<file path="config.mk">
export PLATFORM = sky130hd
export DESIGN_NAME = arrs_top
export DESIGN_NICKNAME = d
export VERILOG_FILES = /design/src/rtl/arrs_pkg.sv /design/src/rtl/arrs_top.sv
export SDC_FILE = /design/constraint.sdc
export NUM_CORES = 1
export LEC_CHECK = 0
export BUFFER_PORTS_ARGS = -buffer_cell sky130_fd_sc_hd__buf_2
export CAP_MARGIN = 30
export CORE_MARGIN = 5
export CORE_UTILIZATION = 55
export CTS_CLUSTER_SIZE = 28
export DETAILED_ROUTE_END_ITERATION = 12
export PLACE_DENSITY = 0.81
export SLEW_MARGIN = 25
export SYNTH_ARGS = -nofsm -noshare
export SYNTH_HDL_FRONTEND = slang
export SYNTH_SLANG_ARGS = --single-unit
</file>
<file path="constraint.sdc">
create_clock -name clk -period 11.02 [get_ports clk]
set_input_delay 1.653 -clock clk [delete_from_list [all_inputs] [get_ports clk]]
set_output_delay 1.653 -clock clk [all_outputs]
set_load 0.01 [all_outputs]
</file>
<file path="src/rtl/arrs_pkg.sv">
// package: register map, fields, timing and types of the converter result block
// Summary of operation
// - result readable once done flag is set
// - single-ended result is unsigned input code
// - unipolar differential clamps negative difference to zero
// - differential gain is only 1x or 20x
// - bipolar result two's complement, 512 scale, clamped
// - bipolar sign sits in top result bit
// - unipolar by default, bipolar when select set
// - temperature sensor enabled for field 100010
// - reference field decodes supply, external, internal, reserved
// - reference write deferred until running conversion ends
// - reference change makes next conversion 25 cycles
// - channel field write deferred until conversion ends
// - first conversion after enable or after reference change 25, else 13
// - lowest channel bit selects 1x or 20x
package arrs_pkg;
  // register indexes; byte address is index times four
  localparam logic [5:0] ARRS_IDX_CTRLB = 6'h03;
  localparam logic [5:0] ARRS_IDX_RESL = 6'h04;
  localparam logic [5:0] ARRS_IDX_RESH = 6'h05;
  localparam logic [5:0] ARRS_IDX_CTRL = 6'h06;
  localparam logic [5:0] ARRS_IDX_IRS = 6'h07;
  localparam logic [5:0] ARRS_IDX_ISTAT = 6'h08;
  localparam logic [5:0] ARRS_IDX_MASK = 6'h09;
  localparam int ARRS_CTRL_EN_BIT = 7;
  localparam int ARRS_CTRL_START_BIT = 6;
  localparam int ARRS_CTRLB_BIP_BIT = 7;
  localparam int ARRS_INT_DONE_BIT = 0;
  localparam int ARRS_REF_MSB = 7;
  localparam int ARRS_REF_LSB = 6;
  localparam logic [7:0] ARRS_IRS_RST = 8'h00;
  localparam logic [7:0] ARRS_CTRL_RST = 8'h00;
  localparam logic [7:0] ARRS_CTRLB_RST = 8'h00;
  localparam logic [7:0] ARRS_INT_RST = 8'h00;
  localparam logic [9:0] ARRS_RES_RST = 10'h000;
  localparam logic [4:0] ARRS_CONV_NORMAL = 5'h0d;
  localparam logic [4:0] ARRS_CONV_LONG = 5'h19;
  localparam logic [1:0] ARRS_REF_SUPPLY = 2'h0;
  localparam logic [1:0] ARRS_REF_EXT = 2'h1;
  localparam logic [1:0] ARRS_REF_INT = 2'h2;
  localparam logic [5:0] ARRS_MUX_TEMP = 6'h22;
  localparam logic [5:0] ARRS_MUX_DIFF_LO = 6'h08;
  localparam logic [5:0] ARRS_MUX_DIFF_HI = 6'h1f;
  localparam logic [5:0] ARRS_MUX_CAL_LO = 6'h23;
  localparam logic signed [15:0] ARRS_GAIN_HIGH = 16'sh0014;
  localparam logic signed [15:0] ARRS_GAIN_UNIT = 16'sh0001;
  localparam logic signed [15:0] ARRS_UNI_MAX = 16'sh03ff;
  localparam logic signed [15:0] ARRS_BIP_MAX = 16'sh01ff;
  localparam logic signed [15:0] ARRS_BIP_MIN = 16'shfe00;
  localparam logic [9:0] ARRS_CODE_ZERO = 10'h000;
  localparam logic [9:0] ARRS_CODE_UNI_MAX = 10'h3ff;
  localparam logic [9:0] ARRS_CODE_BIP_MAX = 10'h1ff;
  localparam logic [9:0] ARRS_CODE_BIP_MIN = 10'h200;

  typedef enum logic [1:0] {
    ARRS_ST_IDLE = 2'b01,
    ARRS_ST_CONV = 2'b10
  } arrs_state_t;

  // controls toward the analog front end
  typedef struct packed {
    logic ref_supply;
    logic ref_external;
    logic ref_internal;
    logic temp_en;
    logic gain_20x;
    logic [5:0] mux;
    logic converting;
  } arrs_ana_t;
endpackage

</file>
<file path="src/rtl/arrs_top.sv">
// module: apb slave, conversion sequencer and result encoding of the converter
module arrs_top
  import arrs_pkg::*;
(
  input wire logic clk,
  input wire logic rst,
  input wire logic psel,
  input wire logic penable,
  input wire logic pwrite,
  input wire logic [7:0] paddr,
  input wire logic [31:0] pwdata,
  output logic [31:0] prdata,
  output logic pready,
  output logic pslverr,
  input wire logic [9:0] ain_pos_code,
  input wire logic [9:0] ain_neg_code,
  output logic irq,
  output arrs_ana_t ana
);
  logic [7:0] irs_r, irs_nxt, ctrl_r, ctrl_nxt, ctrlb_r, ctrlb_nxt;
  logic [7:0] mask_r, mask_nxt, istat_r, istat_nxt, app_r, app_nxt;
  logic [9:0] result_r, result_nxt;
  arrs_state_t state_r, state_nxt;
  logic [4:0] cnt_r, cnt_nxt;
  logic first_r, first_nxt, refchg_r, refchg_nxt;
  arrs_ana_t ana_r, ana_nxt;
  logic [31:0] prdata_r, prdata_nxt;
  logic pready_r, pready_nxt, pslverr_r, pslverr_nxt, irq_r, irq_nxt;
  logic [9:0] pos_m, pos_s, neg_m, neg_s;
  logic [5:0] idx;
  logic wr_acc, rd_setup, en, bip, diff_mode, done_evt;
  logic signed [10:0] diff;
  logic signed [15:0] prod, half;
  logic [9:0] conv_val;

  // two-stage synchronisers for the front-end codes
  always_ff @(posedge clk or posedge rst) begin
    if (rst) begin
      pos_m <= ARRS_CODE_ZERO;
      pos_s <= ARRS_CODE_ZERO;
      neg_m <= ARRS_CODE_ZERO;
      neg_s <= ARRS_CODE_ZERO;
    end else begin
      pos_m <= ain_pos_code;
      pos_s <= pos_m;
      neg_m <= ain_neg_code;
      neg_s <= neg_m;
    end
  end

  assign idx = paddr[7:2];
  assign wr_acc = psel & penable & pready_r & pwrite;
  assign rd_setup = psel & ~penable;
  assign en = ctrl_r[ARRS_CTRL_EN_BIT];
  assign bip = ctrlb_r[ARRS_CTRLB_BIP_BIT];
  assign done_evt = (state_r == ARRS_ST_CONV) && (cnt_r == 5'h00) && en;

  // result encoding from applied channel settings
  always_comb begin
    diff_mode = ((app_r[5:0] >= ARRS_MUX_DIFF_LO) && (app_r[5:0] <= ARRS_MUX_DIFF_HI))
      || (app_r[5:0] >= ARRS_MUX_CAL_LO);
    diff = $signed({1'b0, pos_s}) - $signed({1'b0, neg_s});
    prod = 16'(diff) * (app_r[0] ? ARRS_GAIN_HIGH : ARRS_GAIN_UNIT);
    half = prod >>> 1;
    if (!diff_mode) begin
      conv_val = pos_s;
    end else if (!bip) begin
      if (prod < 0) begin
        conv_val = ARRS_CODE_ZERO;
      end else if (prod > ARRS_UNI_MAX) begin
        conv_val = ARRS_CODE_UNI_MAX;
      end else begin
        conv_val = prod[9:0];
      end
    end else begin
      if (half < ARRS_BIP_MIN) begin
        conv_val = ARRS_CODE_BIP_MIN;
      end else if (half > ARRS_BIP_MAX) begin
        conv_val = ARRS_CODE_BIP_MAX;
      end else begin
        conv_val = half[9:0];
      end
    end
  end

  always_comb begin
    irs_nxt = irs_r;
    ctrl_nxt = ctrl_r;
    ctrlb_nxt = ctrlb_r;
    mask_nxt = mask_r;
    istat_nxt = istat_r;
    app_nxt = app_r;
    result_nxt = result_r;
    state_nxt = state_r;
    cnt_nxt = cnt_r;
    first_nxt = first_r;
    refchg_nxt = refchg_r;
    prdata_nxt = prdata_r;
    pslverr_nxt = pslverr_r;
    pready_nxt = psel & penable & ~pready_r;
    if (rd_setup) begin
      pslverr_nxt = 1'b0;
      case (idx)
        ARRS_IDX_CTRLB: prdata_nxt = {24'h00_0000, ctrlb_r};
        ARRS_IDX_RESL: prdata_nxt = {24'h00_0000, result_r[7:0]};
        ARRS_IDX_RESH: prdata_nxt = {30'h0000_0000, result_r[9:8]};
        ARRS_IDX_CTRL: prdata_nxt = {24'h00_0000, ctrl_r};
        ARRS_IDX_IRS: prdata_nxt = {24'h00_0000, irs_r};
        ARRS_IDX_ISTAT: prdata_nxt = {24'h00_0000, istat_r};
        ARRS_IDX_MASK: prdata_nxt = {24'h00_0000, mask_r};
        default: begin
          prdata_nxt = 32'h0000_0000;
          pslverr_nxt = 1'b1;
        end
      endcase
    end
    if (wr_acc) begin
      case (idx)
        ARRS_IDX_CTRLB: ctrlb_nxt = pwdata[7:0] & 8'h80;
        ARRS_IDX_CTRL: ctrl_nxt = pwdata[7:0] & 8'hc0;
        ARRS_IDX_IRS: irs_nxt = pwdata[7:0];
        ARRS_IDX_ISTAT: istat_nxt = istat_r & ~pwdata[7:0];
        ARRS_IDX_MASK: mask_nxt = pwdata[7:0] & 8'h01;
        default: ;
      endcase
      // start stays set while busy
      if (state_r == ARRS_ST_CONV && idx == ARRS_IDX_CTRL) begin
        ctrl_nxt[ARRS_CTRL_START_BIT] = 1'b1;
      end
    end
    if (!en && ctrl_nxt[ARRS_CTRL_EN_BIT]) begin
      first_nxt = 1'b1;
    end
    case (state_r)
      ARRS_ST_IDLE: begin
        app_nxt = irs_r;
        if (irs_r[ARRS_REF_MSB:ARRS_REF_LSB] != app_r[ARRS_REF_MSB:ARRS_REF_LSB]) begin
          refchg_nxt = 1'b1;
        end
        if (ctrl_r[ARRS_CTRL_START_BIT] && !en) begin
          ctrl_nxt[ARRS_CTRL_START_BIT] = 1'b0;
        end else if (ctrl_r[ARRS_CTRL_START_BIT]) begin
          state_nxt = ARRS_ST_CONV;
          cnt_nxt = (first_r || refchg_r) ? ARRS_CONV_LONG - 5'h01
            : ARRS_CONV_NORMAL - 5'h01;
          first_nxt = 1'b0;
          refchg_nxt = 1'b0;
        end
      end
      ARRS_ST_CONV: begin
        if (!en) begin
          state_nxt = ARRS_ST_IDLE;
          ctrl_nxt[ARRS_CTRL_START_BIT] = 1'b0;
        end else if (cnt_r == 5'h00) begin
          state_nxt = ARRS_ST_IDLE;
          result_nxt = conv_val;
          istat_nxt[ARRS_INT_DONE_BIT] = 1'b1;
          ctrl_nxt[ARRS_CTRL_START_BIT] = 1'b0;
        end else begin
          cnt_nxt = cnt_r - 5'h01;
        end
      end
      default: state_nxt = ARRS_ST_IDLE;
    endcase
    irq_nxt = |(istat_nxt & mask_nxt);
    ana_nxt.ref_supply = app_nxt[ARRS_REF_MSB:ARRS_REF_LSB] == ARRS_REF_SUPPLY;
    ana_nxt.ref_external = app_nxt[ARRS_REF_MSB:ARRS_REF_LSB] == ARRS_REF_EXT;
    ana_nxt.ref_internal = app_nxt[ARRS_REF_MSB:ARRS_REF_LSB] == ARRS_REF_INT;
    ana_nxt.temp_en = app_nxt[5:0] == ARRS_MUX_TEMP;
    ana_nxt.gain_20x = app_nxt[0];
    ana_nxt.mux = app_nxt[5:0];
    ana_nxt.converting = state_nxt == ARRS_ST_CONV;
  end

  always_ff @(posedge clk or posedge rst) begin
    if (rst) begin
      irs_r <= ARRS_IRS_RST;
      ctrl_r <= ARRS_CTRL_RST;
      ctrlb_r <= ARRS_CTRLB_RST;
      mask_r <= ARRS_INT_RST;
      istat_r <= ARRS_INT_RST;
      app_r <= ARRS_IRS_RST;
      result_r <= ARRS_RES_RST;
      state_r <= ARRS_ST_IDLE;
      cnt_r <= 5'h00;
      first_r <= 1'b0;
      refchg_r <= 1'b0;
      ana_r <= '0;
      prdata_r <= 32'h0000_0000;
      pready_r <= 1'b0;
      pslverr_r <= 1'b0;
      irq_r <= 1'b0;
    end else begin
      irs_r <= irs_nxt;
      ctrl_r <= ctrl_nxt;
      ctrlb_r <= ctrlb_nxt;
      mask_r <= mask_nxt;
      istat_r <= istat_nxt;
      app_r <= app_nxt;
      result_r <= result_nxt;
      state_r <= state_nxt;
      cnt_r <= cnt_nxt;
      first_r <= first_nxt;
      refchg_r <= refchg_nxt;
      ana_r <= ana_nxt;
      prdata_r <= prdata_nxt;
      pready_r <= pready_nxt;
      pslverr_r <= pslverr_nxt;
      irq_r <= irq_nxt;
    end
  end

  assign prdata = prdata_r;
  assign pready = pready_r;
  assign pslverr = pslverr_r;
  assign irq = irq_r;
  assign ana = ana_r;

  property p_conv_len;
    @(posedge clk) disable iff (rst)
    (state_r == ARRS_ST_CONV && $past(state_r) == ARRS_ST_IDLE)
      |-> cnt_r == (($past(first_r) || $past(refchg_r)) ? ARRS_CONV_LONG - 5'h01
        : ARRS_CONV_NORMAL - 5'h01);
  endproperty
  a_conv_len: assert property (p_conv_len) else $error("wrong conversion length");

  property p_ref_change_long;
    @(posedge clk) disable iff (rst)
    (state_r == ARRS_ST_IDLE && refchg_r && ctrl_r[ARRS_CTRL_START_BIT] && en)
      |=> cnt_r == ARRS_CONV_LONG - 5'h01;
  endproperty
  a_ref_change_long: assert property (p_ref_change_long) else $error("no long conversion");

  property p_settings_held;
    @(posedge clk) disable iff (rst)
    (state_r == ARRS_ST_CONV) ##1 (state_r == ARRS_ST_CONV) |-> $stable(app_r);
  endproperty
  a_settings_held: assert property (p_settings_held) else $error("settings changed midway");

  property p_done_sets_flag;
    @(posedge clk) disable iff (rst)
    done_evt |=> istat_r[0] && state_r == ARRS_ST_IDLE && result_r == $past(conv_val);
  endproperty
  a_done_sets_flag: assert property (p_done_sets_flag) else $error("done flag not set");

  property p_single_ended;
    @(posedge clk) disable iff (rst)
    (done_evt && !diff_mode) |=> result_r == $past(pos_s);
  endproperty
  a_single_ended: assert property (p_single_ended) else $error("single-ended code wrong");

  property p_unipolar_clamp;
    @(posedge clk) disable iff (rst)
    (done_evt && diff_mode && !bip && pos_s < neg_s) |=> result_r == 10'h000;
  endproperty
  a_unipolar_clamp: assert property (p_unipolar_clamp) else $error("unipolar not clamped");

  property p_bipolar_sign;
    @(posedge clk) disable iff (rst)
    (done_evt && diff_mode && bip) |=> result_r[9] == ($past(pos_s) < $past(neg_s));
  endproperty
  a_bipolar_sign: assert property (p_bipolar_sign) else $error("bipolar sign wrong");

  property p_temp_enable;
    @(posedge clk) disable iff (rst)
    ana_r.temp_en == (app_r[5:0] == ARRS_MUX_TEMP);
  endproperty
  a_temp_enable: assert property (p_temp_enable) else $error("temperature enable wrong");

  property p_ref_decode;
    @(posedge clk) disable iff (rst)
    ana_r.ref_internal == (app_r[7:6] == 2'h2) && ana_r.ref_external == (app_r[7:6] == 2'h1);
  endproperty
  a_ref_decode: assert property (p_ref_decode) else $error("reference decode wrong");

  property p_gain_bit;
    @(posedge clk) disable iff (rst)
    ana_r.gain_20x == app_r[0];
  endproperty
  a_gain_bit: assert property (p_gain_bit) else $error("gain select wrong");

  property p_apb_wait;
    @(posedge clk) disable iff (rst)
    (psel && !penable) ##1 (psel && penable) |=> pready_r;
  endproperty
  a_apb_wait: assert property (p_apb_wait) else $error("pready late");

  // first start after enable runs the long conversion
  property p_first_long;
    @(posedge clk) disable iff (rst)
    (state_r == ARRS_ST_IDLE && first_r && ctrl_r[ARRS_CTRL_START_BIT] && en)
      |=> state_r == ARRS_ST_CONV && cnt_r == ARRS_CONV_LONG - 5'h01;
  endproperty
  a_first_long: assert property (p_first_long) else $error("first conversion not long");

  // front-end selection outputs frozen while converting
  property p_ref_outputs_held;
    @(posedge clk) disable iff (rst)
    (state_r == ARRS_ST_CONV) |=> $stable(ana_r.mux) && $stable(ana_r.ref_internal)
      && $stable(ana_r.ref_external) && $stable(ana_r.ref_supply);
  endproperty
  a_ref_outputs_held: assert property (p_ref_outputs_held) else $error("selection moved");

  property p_irq_level;
    @(posedge clk) disable iff (rst)
    irq_r == |(istat_r & mask_r);
  endproperty
  a_irq_level: assert property (p_irq_level) else $error("interrupt level wrong");
endmodule

</file>
# Word-level counts from Yosys, hierarchy flattened
# Index checks and enable logic that the tools add are counted.
# classes
n_mux	42
magnitude_cmp	7
reduce_logical	16
add_sub_neg	2
multipliers	1
bitwise	10
n_eq_ne	18
# ops
cell	n
10-bit 2-to-1 mux	6
8-bit 2-to-1 mux	7
8-bit one-hot mux with 7 select lines	1
5-bit 2-to-1 mux	6
6-bit by 3-bit == test with 1-bit output, second input constant	4
8-bit AND	2
16-bit by 11-bit greater-than comparator with 1-bit output, second input constant	1
16-bit by 1-bit less-than comparator with 1-bit output, second input constant	1
11-bit by 6-bit multiplier with 16-bit output	1
15-bit by 10-bit greater-than comparator with 1-bit output, second input constant	1
15-bit by 10-bit less-than comparator with 1-bit output, second input constant	1
1-bit 2-to-1 mux	15
6-bit by 4-bit == test with 1-bit output, second input constant	2
10-bit by 10-bit subtractor with 11-bit output	1
5-bit one-hot mux with 2 select lines	1
2-bit 2-to-1 mux	4
2-bit != test, second input constant	4
8-bit inverter	1
8-bit OR reduction	1
7-bit OR reduction	1
2-bit == test, second input constant	3
6-bit by 2-bit == test with 1-bit output, second input constant	1
6-bit == test, second input constant	1
6-bit by 4-bit >= comparator with 1-bit output, second input constant	1
18 further kinds	29
# totals
in_bits	65
regBits	141
elab_cells	122

# Logic depth before layout (Yosys ltp)
# depth
word_depth	9
mapped_depth	25

# Worst setup path after synthesis
# No wires, ideal clock.
# synth_path
path_kind	flip-flop to flip-flop
from	register pos_s[0]
to	register result_r[2]
arrival_ns	5.179
setup_slack_ns	5.704
setup_time_ns	0.136
path_stages_with_launch	26
synth_period_minus_slack_ns	5.316
required_ns	10.884
n_path_buf	0
cell_sequence	dfrtp_1 inv_1 ha_1 fa_1 nor2b_1 o21ai_0 a21boi_0 o21ai_0 a21oi_1 o21a_1 o21a_1 nor3_1 ha_1 ha_1 inv_1 fa_1 inv_1 ha_1 a21oi_1 o21ai_2 a2111oi_4 nor3_4 xnor2_4 or2_4 a31oi_1 a21oi_1
# synth_via
elab_chain_cells	7
elab_cells_between_ends	12
cone_classes	add/sub: 1; mul: 1; order compare: 4; mux: 6
# synth_lines
item	line	rtl
from (decl)	arrs_top.sv:29	logic [9:0] pos_m, pos_s, neg_m, neg_s;
from (signal assigned)	arrs_top.sv:45	pos_s <= pos_m;
10-bit by 10-bit subtractor with 11-bit output (*)	arrs_top.sv:62	diff = $signed({1'b0, pos_s}) - $signed({1'b0, neg_s});
11-bit by 6-bit multiplier with 16-bit output (*)	arrs_top.sv:63	prod = 16'(diff) * (app_r[0] ? ARRS_GAIN_HIGH : ARRS_GAIN_UNIT);
16-bit by 11-bit greater-than comparator with 1-bit output or 15-bit by 10-bit greater-than comparator with 1-bit output (tied branches)	arrs_top.sv:70, arrs_top.sv:78	
10-bit 2-to-1 mux (on tied branches)	arrs_top.sv:70, arrs_top.sv:78	
10-bit 2-to-1 mux (on tied branches)	arrs_top.sv:68, arrs_top.sv:76	
10-bit 2-to-1 mux (*)	arrs_top.sv:67	end else if (!bip) begin
10-bit 2-to-1 mux (*)	arrs_top.sv:65	if (!diff_mode) begin
to (signal assigned)	arrs_top.sv:200	result_r <= result_nxt;
to (decl)	arrs_top.sv:22	logic [9:0] result_r, result_nxt;
# Mark *: on every way between the ends. The rest lies on a longest branch, timed or not.
# A chain may end at the register's enable or synchronous reset.

# Worst setup path in the final report
# layout_path
from	register pos_s[0]
to	register result_r[5]
# The elaborated chain is that of the path after synthesis.

==> results.yml <==
timing:
  fin_crit_ns: 6.071
  rsz0062_at_grt: "no"
  setup_viol: 0
  max_slew.worst_pin.slew_ns: 1.020
  report.final.hold_viol_count: 0
  slew_headroom: 0.3147
  post-route-period-util: 0.5509
  max_freq_mhz: 164.7
  fin_tns_setup_ns: 0
  finalMaxSlewViolations: 0
  fin_skew_ns: 0.008261
logic_synthesis:
  synth.yosys.seq_area_share: 0.4301
  synthCells: 629
  async_flop_share: 1.000
  synth_seq_cells: 110
  yosysWarnings: 0
  synth_area_leaders: "dfrtp_1 (43%), ha_1 (7.4%), mux2_2 (4.6%)"
  yosys.area.top_type: "dfrtp_1"
  synth_top_area_frac: 0.4259
  synthDistinctLibCells: 75
  synth_edf_count: 0
  ys.flop_type: "dfrtp_1"
  syn_avg_cell_area_um2: 10.18
  synth_area_mm2: 0.006404
  yosysMostFrequentCell: "dfrtp_1"
  synth_common_cells: "dfrtp_1 (109), inv_1 (68), ha_1 (38), nand2_1 (36), nor2_1 (35)"
finish:
  diodes: 0
  fin_nets: 798
  drive_gt1_frac: 0.1858
  stdcell_count: 832
  area.growth.synth_to_final_pct: 9.437
  utilization: 0.6137
power:
  p_sw_uw: 346.2
  power.clock.fraction: 0.306
  power_density_mw_per_mm2: 148.9
  swShare: 0.3319
  p_int_uw: 697.0
  seq_power_share: 0.415
  p_leak_uw: 0.003497
  comb_power_share: 0.278
  vdd_drop_max_uv: 132.9
status:
  status: "completed"
place:
  gp_congestion: 0.9538
  dp_cells: 816
  place_hpwl_um: 10180
  port_buffers: 61
global_routing:
  grt_pass1_vias: 4730
  grt_overflow: 0
  antenna_found_initial: 0
  grt_usage: 0.1935
  grt_pass1_wl_um: 22520
  grt_max_degree: 68
clocking:
  clkSinkCount: 110
  cts_tree: "done"
  clock_path_buffers: 2
  cts_setup_buffers: 0
  cts_buffers: 9
  htree_levels: 3
  path_clk_slew_ns: 0.07
  ctsResizeCount: 0
  cts_root_buf: "clkbuf_16"
  holdBufCountCts: 0
  clkLatencyLatePin_ns: 0.35
route:
  drt-pass1-iter-count: 5
  wire_per_inst_um: 15.95
  via_per_inst: 5.638
  ant_nets: 0
  vias: 4691
  drc: 0
  drt_wl_total_um: 13270
  detail_route.iter0.violations: 313
die:
  dieArea_mm2: 0.01390
  die-width_um: 117.9
  start_util: 0.5608
  placeableCoreArea_mm2: 0.01142
  placementRows: 39
  chipHeight_um: 117.9
  io_pins: 112
critical_path:
  cp_max_fo: 7
  required_ns: 11.22
  critPathCaptureType: "register"
  critPathArrivalTime_ns: 6.27
  path_class: "register to register"
  start_kind: "register"
hold_path:
  worstHoldPathType: "register to register"
flow_run:
  cap_viol_max_count: 0
==> sequential cells by signal, summed over array words and instances, names as in the netlist, 2 cells and up <==
signal    count
ctrl_r        2
state_r       2
mask_r        8
app_r         3
pos_m        10
neg_s        10
cnt_r         5
result_r     10
irs_r         8
prdata        8
ana          10
istat_r       8
pos_s        10
neg_m        10
==> cell type report <==
class,count,area [um2]
fillers,940,4410
multi-input cells,433,3207
flip-flops and latches,110,2754
repair buffers,62,312.8
inverters,68,257.7
clock buffers,9,225.2
well taps,143,178.9
clock inverters,7,72.57
==> worst max-delay path, cell delays in order, from the launching register on <==
cell	delay, ns
dfrtp_1	0.35
inv_1	0.06
ha_1	0.23
fa_1	0.41
nor2b_1	0.15
o21ai_0	0.10
a21boi_0	0.31
o21ai_0	0.18
a21oi_1	0.24
o21a_1	0.26
o21a_1	0.13
nor3_1	0.05
ha_1	0.37
ha_1	0.30
inv_1	0.05
fa_1	0.53
inv_1	0.04
ha_1	0.42
inv_1	0.07
o221a_2	0.30
o2111a_1	0.17
nor4_2	0.34
nand4_2	0.28
a211oi_4	0.44
a31oi_1	0.15
==> power by group through the flow <==
| stage | clock network [uW] | logic, uW | registers (uW) |
|---|---|---|---|
| floorplan | 0 | 235 | 437 |
| global placement | 0 | 274 | 440 |
| detailed placement | 0 | 286 | 441 |
| CTS | 325 | 288 | 433 |
| global route | 344 | 324 | 436 |
| finish | 320 | 290 | 433 |
==> routing by layer <==
layer  GRT usage  up-vias  wire (um)
met5           0        -          0
met4     0.05806        0        274
met3     0.03700       30        667
met2      0.3260      152       6639
met1      0.2533     2277       5690
li1            -     2232          -
==> worst paths after layout <==
check                      depth (start not counted)  startpoint  slack (ns)           to
max                                               24    pos_s[0]        4.95  result_r[5]
min reg2reg                                        0    neg_m[3]        0.35     neg_s[3]
min in group asynchronous                          2         rst        1.34          irq
max reg2reg                                       24    pos_s[0]        4.95  result_r[5]
max in group asynchronous                          3         rst        8.51     neg_m[8]
min                                                0    neg_m[3]        0.35     neg_s[3]
==> cell families after synthesis <==
family / after synthesis / synth area share
buf+inv: 118 / 0.08792
compound gates: 149 / 0.1661
mux: 31 / 0.05354
fa+ha+maj: 49 / 0.1086
xor+xnor: 17 / 0.02736
simple gates: 153 / 0.1252
flops: 110 / 0.4301
other cells: 2 / 0.001173
==> through the flow <==
stage	cell area [um2]	hold WS [ns]	setup slack, ns	power, uW
after floorplan	6524	0.3312	5.704	672.1
after global placement	6710	0.3314	5.127	714.3
after detailed placement	6710	0.3347	5.033	726.7
after CTS	7008	0.3511	4.977	1047
after global routing	7008	0.3596	4.508	1104
final	7008	0.3480	4.949	1043
==> cell usage in the layout, fill, tap and decap left out, types with 4 or more instances in the layout <==
cell	n
dfrtp_1	109
inv_1	67
buf_2	61
ha_1	38
nand2_1	36
nor2_1	35
conb_1	34
o21ai_0	29
mux2_2	26
a21oi_1	23
a21o_1	14
and2_1	14
nor3_1	14
a31oi_1	11
fa_1	11
nor2b_1	10
a21boi_0	10
xnor2_1	9
clkbuf_16	9
nand3_1	8
and3_1	8
or3_1	8
xor2_1	6
o21ai_1	5
o21a_1	5
o211ai_1	5
mux2i_1	5
nand2b_1	4
a22oi_1	4
a22o_1	4
a222oi_1	4
(Power assumes the default switching activity.)
